File: src/verilog/otl_regs.svh
// Register map, field positions, reset values and codes of the overtravel and torque limit block.
// Assumes a 32-bit APB master; all offsets are byte addresses of aligned words.
`ifndef OTL_REGS_SVH
`define OTL_REGS_SVH

// ----------------------------------------
// Offsets
// ----------------------------------------
`define OTL_CTRL 8'h00
`define OTL_TLIM 8'h04
`define OTL_ESTOP 8'h08
`define OTL_STATUS 8'h0C
`define OTL_ISTAT 8'h10
`define OTL_IMASK 8'h14

// ----------------------------------------
// Field positions
// ----------------------------------------
`define OTL_CTRL_W 15
`define OTL_STAT_W 9
`define OTL_HI_LSB 16
`define OTL_LIM_W 10
`define OTL_EV_W 4

// ----------------------------------------
// Codes and reset values
// ----------------------------------------
`define OTL_MAP_OFF 4'h8
`define OTL_MAP_FWD 4'h2
`define OTL_MAP_REV 4'h3
`define OTL_MAP_FWD_INV 4'hB
`define OTL_MAP_REV_INV 4'hC
`define OTL_MODE_SVOFF 2'h0
`define OTL_MODE_CLAMP 2'h1
`define OTL_MODE_COAST 2'h2
`define OTL_METHOD_BRAKE 2'h0
`define OTL_LIM_RST 10'h320
`define OTL_TERM_NONE 2'h0

`endif

File: src/verilog/otl_pkg.sv
// Types of the overtravel and torque limit block.
// Assumes otl_regs.svh supplies the numeric constants.
`include "otl_regs.svh"
package otl_pkg;

  typedef enum logic [2:0] {RUN, SVOFF, DECEL, CLAMP, COAST} stop_t;

  typedef struct packed {
    logic [1:0] termSel;
    logic torqueMode;
    logic [1:0] servoOffStopMethod;
    logic [1:0] overtravelStopMode;
    logic [3:0] revLimitMapping;
    logic [3:0] fwdLimitMapping;
  } ctrl_t;

  typedef struct packed {
    logic psel;
    logic penable;
    logic pwrite;
    logic [7:0] paddr;
    logic [31:0] pwdata;
  } apb_req_t;

  typedef struct packed {
    logic [31:0] prdata;
    logic pready;
    logic pslverr;
  } apb_rsp_t;

  typedef struct packed {
    ctrl_t ctrl;
    logic [`OTL_LIM_W-1:0] fwdLim;
    logic [`OTL_LIM_W-1:0] revLim;
    logic [`OTL_LIM_W-1:0] estop;
    logic [`OTL_LIM_W-1:0] motorMax;
    logic [`OTL_EV_W-1:0] irqStat;
    logic [`OTL_EV_W-1:0] irqMask;
    logic fwdS1;
    logic fwdS2;
    logic revS1;
    logic revS2;
    logic fwdOtQ;
    logic revOtQ;
    logic limQ;
    logic stopDir;
    stop_t state;
    logic signed [11:0] torqueOut;
    logic fwdAllowed;
    logic revAllowed;
    logic limitActive;
    logic [2:0] terminals;
    logic driveOn;
    logic brakeOn;
    logic zeroClamp;
    logic irq;
    apb_rsp_t rsp;
  } st_t;

endpackage

File: src/verilog/overtravel_and_torque_limit.sv
// Overtravel stop sequencing and torque clamping of the servo drive, with APB registers.
// Assumes torque reference, motion direction and standstill come from the same clock domain;
// limit switch inputs are asynchronous pins.
`timescale 1ns/1ps
`include "otl_regs.svh"
module overtravel_and_torque_limit (
  input wire logic clk,
  input wire logic resetn,
  input otl_pkg::apb_req_t apbReq,
  output otl_pkg::apb_rsp_t apbRsp,
  input wire logic fwdTravelLimitIn,
  input wire logic revTravelLimitIn,
  input wire logic signed [11:0] torqueRef,
  input wire logic moveFwd,
  input wire logic moveRev,
  input wire logic motorStopped,
  output logic signed [11:0] torqueOut,
  output logic fwdAllowed,
  output logic revAllowed,
  output logic limitActive,
  output logic [2:0] outputCircuits,
  output logic driveOn,
  output logic brakeOn,
  output logic zeroClamp,
  output logic irq
);

  otl_pkg::st_t s_ff;
  otl_pkg::st_t nxt_s;
  logic fwdOt;
  logic revOt;
  logic [`OTL_LIM_W-1:0] fwdEff;
  logic [`OTL_LIM_W-1:0] revEff;
  logic [`OTL_LIM_W-1:0] estopEff;
  logic signed [11:0] fwdS;
  logic signed [11:0] revS;
  logic signed [11:0] estopS;
  logic signed [11:0] clamped;
  logic limAct;
  logic commit;
  logic [`OTL_EV_W-1:0] ev;
  logic [`OTL_EV_W-1:0] clr;
  logic [31:0] rdata;
  logic mapped;

  // ----------------------------------------
  // Input mapping
  // ----------------------------------------
  always_comb
  begin
    case (s_ff.ctrl.fwdLimitMapping)
      `OTL_MAP_FWD: fwdOt = s_ff.fwdS2;
      `OTL_MAP_FWD_INV: fwdOt = ~s_ff.fwdS2;
      default: fwdOt = 1'b0;
    endcase
    case (s_ff.ctrl.revLimitMapping)
      `OTL_MAP_REV: revOt = s_ff.revS2;
      `OTL_MAP_REV_INV: revOt = ~s_ff.revS2;
      default: revOt = 1'b0;
    endcase
  end

  // ----------------------------------------
  // Effective limits and clamp
  // ----------------------------------------
  always_comb
  begin
    fwdEff = (s_ff.fwdLim > s_ff.motorMax) ? s_ff.motorMax : s_ff.fwdLim;
    revEff = (s_ff.revLim > s_ff.motorMax) ? s_ff.motorMax : s_ff.revLim;
    estopEff = (s_ff.estop > s_ff.motorMax) ? s_ff.motorMax : s_ff.estop;
    fwdS = $signed({2'b00, fwdEff});
    revS = $signed({2'b00, revEff});
    estopS = $signed({2'b00, estopEff});
    // Checked on every cycle, also during a stop sequence
    limAct = (torqueRef > fwdS) || (torqueRef < -revS);
    if (torqueRef > fwdS)
    begin
      clamped = fwdS;
    end
    else if (torqueRef < -revS)
    begin
      clamped = -revS;
    end
    else
    begin
      clamped = torqueRef;
    end
    // Blocked direction gets no torque; the other side still passes
    if (fwdOt && clamped > 12'sh000)
    begin
      clamped = 12'sh000;
    end
    if (revOt && clamped < 12'sh000)
    begin
      clamped = 12'sh000;
    end
  end

  // ----------------------------------------
  // Register read mux
  // ----------------------------------------
  always_comb
  begin
    rdata = 32'h0000_0000;
    mapped = 1'b1;
    case (apbReq.paddr)
      `OTL_CTRL: rdata[`OTL_CTRL_W-1:0] = s_ff.ctrl;
      `OTL_TLIM:
      begin
        rdata[`OTL_LIM_W-1:0] = s_ff.fwdLim;
        rdata[`OTL_HI_LSB +: `OTL_LIM_W] = s_ff.revLim;
      end
      `OTL_ESTOP:
      begin
        rdata[`OTL_LIM_W-1:0] = s_ff.estop;
        rdata[`OTL_HI_LSB +: `OTL_LIM_W] = s_ff.motorMax;
      end
      // Output signal monitor view
      `OTL_STATUS: rdata[`OTL_STAT_W-1:0] = {s_ff.terminals, s_ff.state, s_ff.limitActive, s_ff.revOtQ, s_ff.fwdOtQ};
      `OTL_ISTAT: rdata[`OTL_EV_W-1:0] = s_ff.irqStat;
      `OTL_IMASK: rdata[`OTL_EV_W-1:0] = s_ff.irqMask;
      default: mapped = 1'b0;
    endcase
  end

  // ----------------------------------------
  // Next state
  // ----------------------------------------
  always_comb
  begin
    nxt_s = s_ff;
    commit = apbReq.psel && apbReq.penable && s_ff.rsp.pready;
    // Ready one cycle into the access phase; write and read-clear land on the next edge, where ready is sampled high
    nxt_s.rsp.pready = apbReq.psel && apbReq.penable && !s_ff.rsp.pready;
    nxt_s.rsp.pslverr = nxt_s.rsp.pready && !mapped;
    if (nxt_s.rsp.pready)
    begin
      nxt_s.rsp.prdata = apbReq.pwrite ? 32'h0000_0000 : rdata;
    end
    if (commit && apbReq.pwrite)
    begin
      case (apbReq.paddr)
        `OTL_CTRL: nxt_s.ctrl = apbReq.pwdata[`OTL_CTRL_W-1:0];
        `OTL_TLIM:
        begin
          nxt_s.fwdLim = apbReq.pwdata[`OTL_LIM_W-1:0];
          nxt_s.revLim = apbReq.pwdata[`OTL_HI_LSB +: `OTL_LIM_W];
        end
        `OTL_ESTOP:
        begin
          nxt_s.estop = apbReq.pwdata[`OTL_LIM_W-1:0];
          nxt_s.motorMax = apbReq.pwdata[`OTL_HI_LSB +: `OTL_LIM_W];
        end
        `OTL_IMASK: nxt_s.irqMask = apbReq.pwdata[`OTL_EV_W-1:0];
        default: ;
      endcase
    end

    // Pins reach the mapping only after both stages
    nxt_s.fwdS1 = fwdTravelLimitIn;
    nxt_s.fwdS2 = s_ff.fwdS1;
    nxt_s.revS1 = revTravelLimitIn;
    nxt_s.revS2 = s_ff.revS1;
    nxt_s.fwdOtQ = fwdOt;
    nxt_s.revOtQ = revOt;
    nxt_s.limQ = limAct;

    case (s_ff.state)
      otl_pkg::RUN:
      begin
        if ((fwdOt && moveFwd) || (revOt && moveRev))
        begin
          nxt_s.stopDir = fwdOt && moveFwd;
          // Torque control ignores the stop mode
          if (s_ff.ctrl.torqueMode || s_ff.ctrl.overtravelStopMode == `OTL_MODE_SVOFF)
          begin
            nxt_s.state = otl_pkg::SVOFF;
          end
          else
          begin
            nxt_s.state = otl_pkg::DECEL;
          end
        end
      end
      otl_pkg::SVOFF:
      begin
        if (s_ff.ctrl.torqueMode && motorStopped)
        begin
          nxt_s.state = otl_pkg::COAST;
        end
        else if (!(s_ff.stopDir ? fwdOt : revOt))
        begin
          nxt_s.state = otl_pkg::RUN;
        end
      end
      otl_pkg::DECEL:
      begin
        if (motorStopped)
        begin
          nxt_s.state = (s_ff.ctrl.overtravelStopMode == `OTL_MODE_CLAMP) ? otl_pkg::CLAMP : otl_pkg::COAST;
        end
      end
      otl_pkg::CLAMP, otl_pkg::COAST:
      begin
        // Leave once the switch in the stopped direction releases
        if (!(s_ff.stopDir ? fwdOt : revOt))
        begin
          nxt_s.state = otl_pkg::RUN;
        end
      end
      default: nxt_s.state = otl_pkg::RUN;
    endcase

    case (nxt_s.state)
      otl_pkg::RUN: nxt_s.torqueOut = clamped;
      otl_pkg::DECEL: nxt_s.torqueOut = nxt_s.stopDir ? -estopS : estopS;
      default: nxt_s.torqueOut = 12'sh000;
    endcase
    nxt_s.driveOn = nxt_s.state == otl_pkg::RUN || nxt_s.state == otl_pkg::DECEL || nxt_s.state == otl_pkg::CLAMP;
    nxt_s.zeroClamp = nxt_s.state == otl_pkg::CLAMP;
    nxt_s.brakeOn = nxt_s.state == otl_pkg::SVOFF && s_ff.ctrl.servoOffStopMethod == `OTL_METHOD_BRAKE;
    nxt_s.fwdAllowed = !fwdOt;
    nxt_s.revAllowed = !revOt;
    nxt_s.limitActive = limAct;
    nxt_s.terminals = 3'b000;
    if (s_ff.ctrl.termSel != `OTL_TERM_NONE)
    begin
      nxt_s.terminals[s_ff.ctrl.termSel - 2'd1] = limAct;
    end

    // Events: each limit rising, limit-active rising, stop sequence done
    ev = {(s_ff.state == otl_pkg::DECEL || s_ff.state == otl_pkg::SVOFF) && motorStopped,
          limAct && !s_ff.limQ, revOt && !s_ff.revOtQ, fwdOt && !s_ff.fwdOtQ};
    // Only bits already returned are cleared; a later event stays pending
    clr = (commit && !apbReq.pwrite && apbReq.paddr == `OTL_ISTAT) ? s_ff.rsp.prdata[`OTL_EV_W-1:0] : 4'h0;
    // Set wins over a read-clear in the same cycle
    nxt_s.irqStat = (s_ff.irqStat & ~clr) | ev;
    nxt_s.irq = |(nxt_s.irqStat & nxt_s.irqMask);
  end

  // ----------------------------------------
  // State register
  // ----------------------------------------
  always_ff @(posedge clk or negedge resetn)
  begin
    if (!resetn)
    begin
      s_ff <= '0;
      s_ff.ctrl.fwdLimitMapping <= `OTL_MAP_OFF;
      s_ff.ctrl.revLimitMapping <= `OTL_MAP_OFF;
      s_ff.ctrl.overtravelStopMode <= `OTL_MODE_SVOFF;
      s_ff.fwdLim <= `OTL_LIM_RST;
      s_ff.revLim <= `OTL_LIM_RST;
      s_ff.estop <= `OTL_LIM_RST;
      s_ff.motorMax <= `OTL_LIM_RST;
      s_ff.state <= otl_pkg::RUN;
      s_ff.fwdAllowed <= 1'b1;
      s_ff.revAllowed <= 1'b1;
      s_ff.driveOn <= 1'b1;
    end
    else
    begin
      s_ff <= nxt_s;
    end
  end

  assign apbRsp = s_ff.rsp;
  assign torqueOut = s_ff.torqueOut;
  assign fwdAllowed = s_ff.fwdAllowed;
  assign revAllowed = s_ff.revAllowed;
  assign limitActive = s_ff.limitActive;
  assign outputCircuits = s_ff.terminals;
  assign driveOn = s_ff.driveOn;
  assign brakeOn = s_ff.brakeOn;
  assign zeroClamp = s_ff.zeroClamp;
  assign irq = s_ff.irq;
endmodule // overtravel_and_torque_limit

File: config.mk
export PLATFORM = sky130hd
export DESIGN_NAME = overtravel_and_torque_limit
export DESIGN_NICKNAME = d
export VERILOG_FILES = /design/src/verilog/otl_pkg.sv /design/src/verilog/overtravel_and_torque_limit.sv
export VERILOG_INCLUDE_DIRS = /design/src /design/src/verilog
export SDC_FILE = /design/constraint.sdc
export NUM_CORES = 1
export LEC_CHECK = 0
export BUFFER_PORTS_ARGS = -buffer_cell sky130_fd_sc_hd__clkbuf_2
export CAP_MARGIN = 20
export CORE_MARGIN = 2
export CORE_UTILIZATION = 46
export CTS_CLUSTER_DIAMETER = 100
export CTS_CLUSTER_SIZE = 8
export DETAILED_ROUTE_END_ITERATION = 7
export PLACE_DENSITY = 0.67
export SLEW_MARGIN = 20
export SYNTH_ARGS = -nofsm -noshare
export SYNTH_HDL_FRONTEND = slang
export SYNTH_SLANG_ARGS = --single-unit
File: constraint.sdc
create_clock -name clk -period 17.1 [get_ports clk]
set_input_delay 0 -clock clk [delete_from_list [all_inputs] [get_ports clk]]
set_output_delay 0 -clock clk [all_outputs]
set_load 0.01 [all_outputs]
==> flow_summary.yaml, run 1 <==
status:
  status: "complete, no violations"
die:
  rows: 48
  die-area_um2: 18400
  ioPinCount: 118
  core_um2: 17100
  start_util: 0.466
  die_w_um: 136
  die_h_um: 136
hold_path:
  min_path_cells: 3
  hp-class: "input pin to flip-flop"
  whs_endpoint: "torqueOut[10]"
  min_from: "torqueRef[10]"
detailed_routing:
  detail-route-antenna-nets: 0
  vias: 6557
  drt-vias-per-instance: 5.85
  met3_length_um: 1530
  wl_met2_um: 9850
  drcViolationCount: 0
  first_pass_iters: 6
  finalWirelength_um: 21900
  wl_met1_um: 9970
  highest_layer: "met4"
  drt_first_iter_violations: 611
  avgRoutedWirePerCell_um: 19.5
clock_tree:
  cts_buffers: 17
  root_buffer: "clkbuf_16"
  cts_tree: "done"
  htreeDepth: 4
  cts.repair.resized: 0
  clock_latency_ns: 0.42
  clk_pin_slew_ns: 0.06
  ctsLongestPathBuffers: 2
  cts_sinks: 122
  postCtsSetupRepairBufs: 0
synthesis:
  netlist_instances: 808
  synth_seq_cells: 122
  synth_area_um2: 7980
  ys.flop_type: "dfrtp_1"
  synth_edf_count: 0
  synth_top_area_share: 0.329
  async_reset_ff_frac: 1.00
  synth_seq_area_share: 0.385
  synth_area_leaders: "dfrtp_1 (33%), mux2_2 (10%), ha_1 (8.3%)"
  synthDistinctLibCells: 73
  synth_top_cell_by_area: "dfrtp_1"
  syn_area_per_cell_um2: 9.88
  yosysWarnings: 0
timing:
  fmax_mhz: 134
  grt_setup_unrepaired: "no"
  setup_viol: 0
  slew_headroom: 0.280
  finClkSkew_ns: 0.00810
  post-route-min-period_ns: 7.45
  slew_violations: 0
  setup_tns_ns: 0
  worst_slew_pin_slew_ns: 1.08
  finalCritPeriodShare: 0.435
  fin_ws_ns: 9.65
  finalHoldViolations: 0
  worst_hold_slack_ns: 0.0676
power_and_ir_drop:
  powerDensity_nw_per_um2: 79.5
  power.total_uw: 734
  ir_drop_mv: 0.0745
  p_leak_nw: 4.26
critical_path:
  r2r_slack_ns: 9.65
  crit_buf_inv: 1
  critPathLaunchType: "flip-flop"
  crit_top_cell: "ha_1"
  crit_type: "flip-flop to flip-flop"
  cp_slowest_cell: "o2111ai_1"
  worst_ep_required_time_ns: 17.33
  cp_data_arrival_time_ns: 7.68
  r2r-start: "s_ff[81]"
  max_stage_delay_ns: 0.78
  timing.rr.end: "torqueOut[0]"
  worstPathMaxFanout: 16
  rr_worst_depth: 24
  end_kind: "flip-flop"
  crit_path_cell_trace: "inv_1 > ha_1 > and4_1 > nand2b_1 > o21bai_1 > o221a_2 > nor2_1 > a21oi_1 > ha_1 > nand2b_1 > or4_1 > nor3_1 > xor2_1 > nor2_1 > a21oi_1 > ha_1 > or3_1 > o32ai_2 > nand3b_1 > o22ai_1 > or2_1 > o21ai_1 > o2111ai_1 > o22ai_1"
  path_delay_family: "compound AO/OA/AOI/OAI gates"
job:
  max_cap_violations: 0
grt:
  grt_pass1_vias: 6106
  grt-ovfl-total: 0
  track_usage: 0.242
  antenna_found_initial: 0
  grt_pass1_wl_um: 33800
  grt_max_degree: 68
layout:
  drive_above_1_share: 0.273
  syn2layout_area_growth_pct: 15.5
  layout.nets: 998
  fillers: 1577
  n_antenna_cell: 0
placement:
  dpl.hpwl_um: 16300
  place_ws_ns: 9.77
  io_buffers: 103
  place.gp.congestion: 0.932
==> cells by family (layout without fill, tap and decap cells) <==
family	after synthesis	count (layout)	synth area share
DFF	122	122	0.385
muxes	98	98	0.135
xor gates and xnor gates	21	21	0.0230
and+or+nand+nor	210	210	0.131
buffers and inverters	118	200	0.0799
other	1	7	0.000470
AOI/OAI and AO/OA	185	185	0.162
adders and majority gates	53	53	0.0831
==> tightest hold or removal path, delay by kind of cell <==
kind	cells	cell delay [ns]
AO/OA/AOI/OAI	2	0.27
buffers and inverters	1	0.15
==> what timing repair did <==
| item | CTS | global route |
|---|---|---|
| hold endpoints to repair | 118 | 0 |
| endpoints found under the setup margin | 0 | 0 |
| hold buffers | 29 | 0 |
==> flip-flops by register name (all words and copies together) (netlist names) <==
| name | count |
|---|---|
| irq | 1 |
| nxt_s | 2 |
| apbRsp | 27 |
| s_ff | 71 |
| revAllowed | 1 |
| limitActive | 1 |
| zeroClamp | 1 |
| outputCircuits | 3 |
| driveOn | 1 |
| brakeOn | 1 |
| torqueOut | 12 |
| fwdAllowed | 1 |
==> final cells by class <==
cell class                 count  area, um2  area share
clock buffer                  17        425      0.0461
clock inverter                15        179      0.0194
inverter                      30        113      0.0122
multi-input combinational    574       4290       0.466
sequential                   122       3070       0.333
tap                          225        282      0.0305
timing repair buffer         138        857      0.0929
==> per-layer routing <==
metal	up-vias	global-route usage
li1	3059	-
met1	3188	0.352
met2	271	0.368
met3	39	0.0419
met4	0	0.0781
met5	-	0
==> power by group <==
part	switching (mW)	internal (mW)	leakage, nW
Combinational	0.0434	0.0293	2.37
Clock	0.145	0.220	0.291
Sequential	0.00249	0.294	1.60
Total	0.191	0.543	4.26
==> metrics by stage <==
| stage | utilization | cells | area [um2] |
|---|---|---|---|
| 2_1_floorplan | - | 814 | 8010 |
| 3_3_place_gp | 0.486 | 1059 | 8320 |
| 3_5_place_dp | 0.486 | 1059 | 8320 |
| 4_1_cts | 0.538 | 1120 | 9210 |
| 5_1_grt | 0.539 | 1121 | 9220 |
| 6_report | 0.539 | 1121 | 9220 |
==> cells in the mapped netlist, drive strengths merged, types with 5 or more instances <==
master  instances
a22oi          15
buf            60
clkbuf         28
nor2           38
o21a            8
o211ai          7
a21oi          31
xnor2          12
mux2           73
o22ai          15
nor3           15
a31oi           5
o21ai          50
mux2i          25
inv            29
nand4           7
xor2            9
nand3          22
ha             53
and3            5
and2            8
dfstp          17
a21o            7
nand2          73
nand2b          7
a22o           13
dfrtp         105
nor2b           6
==> worst max-delay path by stage <==
| stage | start | end | slack (ns) | cells past startpoint |
|---|---|---|---|---|
| detailed placement | s_ff[81] | torqueOut[4] | 9.77 | 24 |
| global route | s_ff[81] | torqueOut[0] | 9.09 | 24 |
| global placement | s_ff[81] | torqueOut[0] | 9.83 | 24 |
| floorplan | s_ff[83] | torqueOut[8] | 11.01 | 30 |
| finish | s_ff[81] | torqueOut[0] | 9.65 | 24 |
| CTS | s_ff[81] | torqueOut[4] | 9.73 | 24 |
==> layout by cell type (no fill, tap or decap), types with 24 or more instances in the layout <==
| master | count |
|---|---|
| a21oi_1 | 31 |
| ha_1 | 53 |
| o21ai_0 | 46 |
| inv_1 | 28 |
| dfrtp_1 | 105 |
| nand2_1 | 73 |
| mux2_2 | 72 |
| nor2_1 | 37 |
| mux2i_1 | 24 |
| dlygate4sd3_1 | 29 |
| clkbuf_2 | 102 |
Power figures use the tool's default switching activity.
==> run 2: changes to the inputs <==
--- a/config.mk
+++ b/config.mk
@@ -6,6 +6,7 @@
 export SDC_FILE = /design/constraint.sdc
 export NUM_CORES = 1
 export LEC_CHECK = 0
+export ABC_AREA = 1
 export BUFFER_PORTS_ARGS = -buffer_cell sky130_fd_sc_hd__clkbuf_2
 export CAP_MARGIN = 20
 export CORE_MARGIN = 2
==> constraint.sdc (replaced) <==
create_clock -name clk -period 7 [get_ports clk]
set_input_delay 0 -clock clk [delete_from_list [all_inputs] [get_ports clk]]
set_output_delay 0 -clock clk [all_outputs]
set_load 0.01 [all_outputs]
==> flow_summary.yaml, run 2 <==
grt:
  grt_pass1_wl_um: 33200
  track_usage: 0.238
  use_met2: 0.366
  grt-busiest-layer: "met2"
  grt_max_degree: 67
  antenna_found_initial: 0
  grt_pass1_vias: 6405
  use_met1: 0.336
  grt-ovfl-total: 0
  grt.met3_usage: 0.0495
critical_path:
  end_kind: "flip-flop"
  cp_data_arrival_time_ns: 6.09
  cp_slowest_cell: "o21ai_0"
  worstPathMaxFanout: 20
  max_stage_delay_ns: 0.62
  rr_worst_depth: 26
  worst_ep_required_time_ns: 7.31
  timing.rr.end: "torqueOut[4]"
  crit_type: "flip-flop to flip-flop"
  r2r_slack_ns: 1.22
  critPathLaunchType: "flip-flop"
  r2r-start: "s_ff[76]"
synthesis:
  synth_common_cells: "nand2_1 (244), inv_1 (147), dfrtp_1 (105), o21ai_0 (100), nor2_1 (68)"
  syn_area_per_cell_um2: 7.65
  ys.flop_type: "dfrtp_1"
  netlist_instances: 1028
  synth_top_area_share: 0.334
  synth_seq_area_share: 0.391
  synthDistinctLibCells: 52
  yosysMostFrequentCell: "nand2_1"
  synth_edf_count: 0
  synth_seq_cells: 122
  async_reset_ff_frac: 1.00
  synth_top_cell_by_area: "dfrtp_1"
  synth_area_leaders: "dfrtp_1 (33%), nand2_1 (12%), ha_1 (8.4%)"
  synth_area_um2: 7860
  yosysWarnings: 0
power_and_ir_drop:
  p_leak_nw: 4.72
  ir_drop_mv: 0.185
  powerDensity_nw_per_um2: 245
timing:
  finalHoldViolations: 0
  worst_slew_pin_slew_ns: 0.925
  slew_violations: 0
  slew_headroom: 0.381
  setup_viol: 0
  fmax_mhz: 173
  grt_setup_unrepaired: "no"
  finClkSkew_ns: 0.00675
  setup_tns_ns: 0
  finalCritPeriodShare: 0.826
  post-route-min-period_ns: 5.78
die:
  start_util: 0.472
  die_h_um: 135
  die-area_um2: 18100
  ioPinCount: 118
  rows: 47
  die_w_um: 135
  core_um2: 16600
placement:
  place_area_um2: 8230
  dp_cells: 1285
  io_buffers: 103
  place.gp.congestion: 0.947
  dpl.hpwl_um: 15900
clock_tree:
  cts_sinks: 122
  clock_latency_ns: 0.43
  htreeDepth: 4
  clk_pin_slew_ns: 0.06
  cts_tree: "done"
  postCtsSetupRepairBufs: 0
  cts_buffers: 17
  root_buffer: "clkbuf_16"
  ctsLongestPathBuffers: 2
  ctsHoldBuffers: 32
  cts.repair.resized: 0
detailed_routing:
  first_pass_iters: 5
  drt-vias-per-instance: 5.15
  drcViolationCount: 0
  finalWirelength_um: 20900
  detail-route-antenna-nets: 0
  avgRoutedWirePerCell_um: 15.5
  drt_first_iter_violations: 506
  vias: 6954
status:
  status: "complete, no violations"
layout:
  largest_reg_flops: 71
  final_cell_mix: "nand2_1 (243), inv_1 (147), dfrtp_1 (105), clkbuf_2 (102), o21ai_0 (100)"
  instances_no_fill: 1349
  syn2layout_area_growth_pct: 16.6
  fillers: 1566
  design_area_um2: 9160
  n_antenna_cell: 0
  multi_input_area_um2: 3760
  seq_area_um2: 3070
  drive_above_1_share: 0.166
  layout.nets: 1231
  final_common_cell: "nand2_1"
  max_flop_register: "s_ff"
  postLayoutCoreUtil: 0.550
hold_path:
  hp-class: "input pin to flip-flop"
  whs_endpoint: "s_ff[59]"
  min_path_cells: 4
  min_from: "moveFwd"
job:
  max_cap_violations: 0
[run 2: cell count changes after synthesis, moves of 24 or more]
cell	change
mux2_2	-71
nor2_1	+31
nand2_1	+171
o21ai_0	+54
inv_1	+119
nand3_1	+30
mux2i_1	-24
[run 2: critical path: cells and delay by family, from the launching register on]
family,cells,cell delay [ns]
adder cells (fa/ha/maj),2,0.59
flip-flops,1,0.45
AO/OA/AOI/OAI,8,2.25
buffers and inverters,5,0.80
AND/OR/NAND/NOR,11,1.57
[run 2: cell type report]
class | count | area share
Multi-Input combinational cell | 687 | 0.411
Sequential cell | 122 | 0.336
Timing Repair Buffer | 140 | 0.0956
Inverter | 148 | 0.0606
Clock buffer | 18 | 0.0468
Tap cell | 220 | 0.0300
Clock inverter | 14 | 0.0203
[run 2: worst max-delay path by stage]
stage | startpoint | endpoint
2_1_floorplan | s_ff[84] | torqueOut[1]
3_3_place_gp | s_ff[76] | torqueOut[4]
3_5_place_dp | s_ff[76] | torqueOut[4]
4_1_cts | s_ff[76] | torqueOut[1]
5_1_grt | s_ff[76] | torqueOut[0]
6_report | s_ff[76] | torqueOut[4]
[run 2: kinds of logic after synthesis]
logic type,Yosys count,synth area share
xor gates and xnor gates,7,0.00780
and+or+nand+nor,416,0.225
AOI/OAI and AO/OA,203,0.156
adders and majority gates,53,0.0844
muxes,1,0.00143
buffers and inverters,225,0.133
DFF,122,0.391
other,1,0.000477
[run 2: routing by layer]
metal,up-vias,wire length [um],part of all wire
met5,-,0,0
met4,0,445,0.021
met3,33,1370,0.066
met2,217,9390,0.45
met1,3207,9680,0.46
li1,3497,-,-
[run 2: stage by stage]
| stage | hold WS (ns) | power (mW) | worst slack [ns] |
|---|---|---|---|
| floorplan | -0.296 | 1.20 | 2.68 |
| global placement | 0.100 | 1.31 | 1.45 |
| detailed placement | 0.109 | 1.32 | 1.45 |
| CTS | 0.0357 | 2.25 | 1.42 |
| global route | 0.0859 | 2.37 | 0.796 |
| finish | 0.0484 | 2.24 | 1.22 |
[run 2: report_power, final]
part | internal, mW | total, mW | switching, mW
clock network | 0.568 | 0.916 | 0.347
registers | 0.750 | 0.770 | 0.0199
logic | 0.186 | 0.554 | 0.368
==> run 3: changes to the inputs <==
==> constraint.sdc (replaced) <==
create_clock -name clk -period 5.72 [get_ports clk]
set_input_delay 0 -clock clk [delete_from_list [all_inputs] [get_ports clk]]
set_output_delay 0 -clock clk [all_outputs]
set_load 0.01 [all_outputs]
==> flow_summary.yaml, run 3 (synthesized netlist as in run 2, its figures left out) <==
critical_path:
  cp_data_arrival_time_ns: 5.49
  path_delay_family: "simple AND/OR/NAND/NOR gates"
  critPathLaunchType: "flip-flop"
  max_stage_delay_ns: 0.54
  crit_cells: 30
  r2r_slack_ns: 0.54
  critPathCapture: "torqueOut[5]"
  rr_worst_depth: 30
  crit_buf_inv: 7
  crit_type: "flip-flop to flip-flop"
  cp_slowest_cell: "dfstp_2"
  startpoint: "s_ff[84]"
  timing.rr.end: "torqueOut[5]"
  worstPathMaxFanout: 19
  end_kind: "flip-flop"
  worst_ep_required_time_ns: 6.02
  r2r-start: "s_ff[84]"
detailed_routing:
  first_pass_iters: 5
  drt_first_iter_violations: 649
  vias: 7033
  detail-route-antenna-nets: 0
  avgRoutedWirePerCell_um: 15.5
  drcViolationCount: 0
  finalWirelength_um: 21000
  drt-vias-per-instance: 5.19
timing:
  worst_slew_pin_slew_ns: 0.916
  setup_tns_ns: 0
  fmax_mhz: 193
  slew_violations: 0
  finalHoldViolations: 0
  slew_headroom: 0.387
  finClkSkew_ns: 0.0131
  setup_viol: 0
  finalCritPeriodShare: 0.906
  post-route-min-period_ns: 5.18
  grt_setup_unrepaired: "no"
power_and_ir_drop:
  internal_power_mw: 1.87
  combPwrFrac: 0.249
  seqPwrFrac: 0.341
  switching_share: 0.325
  p_leak_nw: 4.75
  powerDensity_nw_per_um2: 301
  power.total_mw: 2.77
  switchingPower_uw: 900
  ir_drop_mv: 0.230
  clkPwrFrac: 0.410
layout:
  final_common_cell: "nand2_1"
  instances_no_fill: 1355
  drive_above_1_share: 0.169
  layout.nets: 1237
  syn2layout_area_growth_pct: 17.1
  max_flop_register: "s_ff"
  fillers: 1588
  largest_reg_flops: 71
  final_cell_mix: "nand2_1 (244), inv_1 (147), dfrtp_1 (105), clkbuf_2 (102), o21ai_0 (100)"
  n_antenna_cell: 0
placement:
  io_buffers: 103
  dp_cells: 1291
  place.gp.congestion: 0.907
  dpl.hpwl_um: 15800
hold_path:
  hp-class: "input pin to flip-flop"
grt:
  track_usage: 0.242
  grt_pass1_vias: 6393
  grt_max_degree: 65
  grt_pass1_wl_um: 33900
  grt-ovfl-total: 0
  antenna_found_initial: 1
job:
  max_cap_violations: 0
clock_tree:
  cts_tree: "done"
  root_buffer: "clkbuf_16"
  cts_sinks: 122
  postCtsSetupRepairBufs: 0
  ctsLongestPathBuffers: 2
  clk_pin_slew_ns: 0.06
  htreeDepth: 4
  clock_latency_ns: 0.43
  cts_buffers: 17
  cts.repair.resized: 0
die:
  core_um2: 16600
  die_h_um: 135
  die_w_um: 135
  rows: 47
  start_util: 0.472
  die-area_um2: 18100
  ioPinCount: 118
status:
  status: "complete, no violations"
==> run 3: cell types whose count changed in the layout (fill, tap and decap cells not counted), sizes merged <==
cell / change
inv: -3
clkbuf: +2
clkinv: +1
buf: +6
==> run 3: worst min path at each step <==
stage,from,end,depth (start not counted)
floorplan,resetn,apbRsp[0],0
global placement,resetn,apbRsp[23],1
detailed placement,fwdTravelLimitIn,nxt_s[65],1
CTS,moveRev,s_ff[57],7
global route,moveFwd,s_ff[59],4
finish,moveFwd,s_ff[59],4
==> run 3: power by group through the flow <==
| stage | clock [mW] | combinational (mW) | sequential [mW] |
|---|---|---|---|
| 2_1_floorplan | 0 | 0.510 | 0.953 |
| 3_3_place_gp | 0 | 0.658 | 0.957 |
| 3_5_place_dp | 0 | 0.668 | 0.958 |
| 4_1_cts | 1.15 | 0.688 | 0.944 |
| 5_1_grt | 1.19 | 0.782 | 0.949 |
| 6_report | 1.14 | 0.691 | 0.943 |
==> run 3: worst register-to-register path, delay by kind of cell, from the launching register on <==
kind                     cells  cell delay [ns]
AO/OA/AOI/OAI                5             1.02
buffers and inverters        7             0.69
AND/OR/NAND/NOR             14             1.79
flip-flops                   1             0.54
XOR/XNOR                     1             0.23
adder cells (fa/ha/maj)      3             0.81
==> run 3: what timing repair did <==
action                                  in CTS  in global routing
hold endpoints to repair                   112                  0
endpoints found under the setup margin       0                  0
hold buffers                                32                  0
==> run 3: layer usage <==
metal | GRT usage | vias to the layer above | wire length (um)
li1 | - | 3521 | -
met1 | 0.351 | 3263 | 10000
met2 | 0.361 | 210 | 9310
met3 | 0.0443 | 39 | 1210
met4 | 0.0895 | 0 | 516
met5 | 0 | - | 0
==> run 3: cell type report <==
| class | count | area [um2] | area share |
|---|---|---|---|
| clock buffer | 20 | 457 | 0.0496 |
| clock inverter | 12 | 160 | 0.0174 |
| inverter | 148 | 556 | 0.0604 |
| multi-input combinational | 687 | 3760 | 0.409 |
| sequential | 122 | 3070 | 0.334 |
| tap | 220 | 275 | 0.0299 |
| timing repair buffer | 146 | 921 | 0.100 |
==> run 3: through the flow <==
stage | cell area, um2 | utilization | hold slack, ns | setup WS (ns)
2_1_floorplan | 7880 | - | -0.296 | 1.40
3_3_place_gp | 8270 | 0.497 | 0.112 | 0.706
3_5_place_dp | 8270 | 0.497 | 0.112 | 0.637
4_1_cts | 9210 | 0.553 | 0.0566 | 0.595
5_1_grt | 9210 | 0.553 | 0.0886 | 0.0525
6_report | 9210 | 0.553 | 0.0707 | 0.536
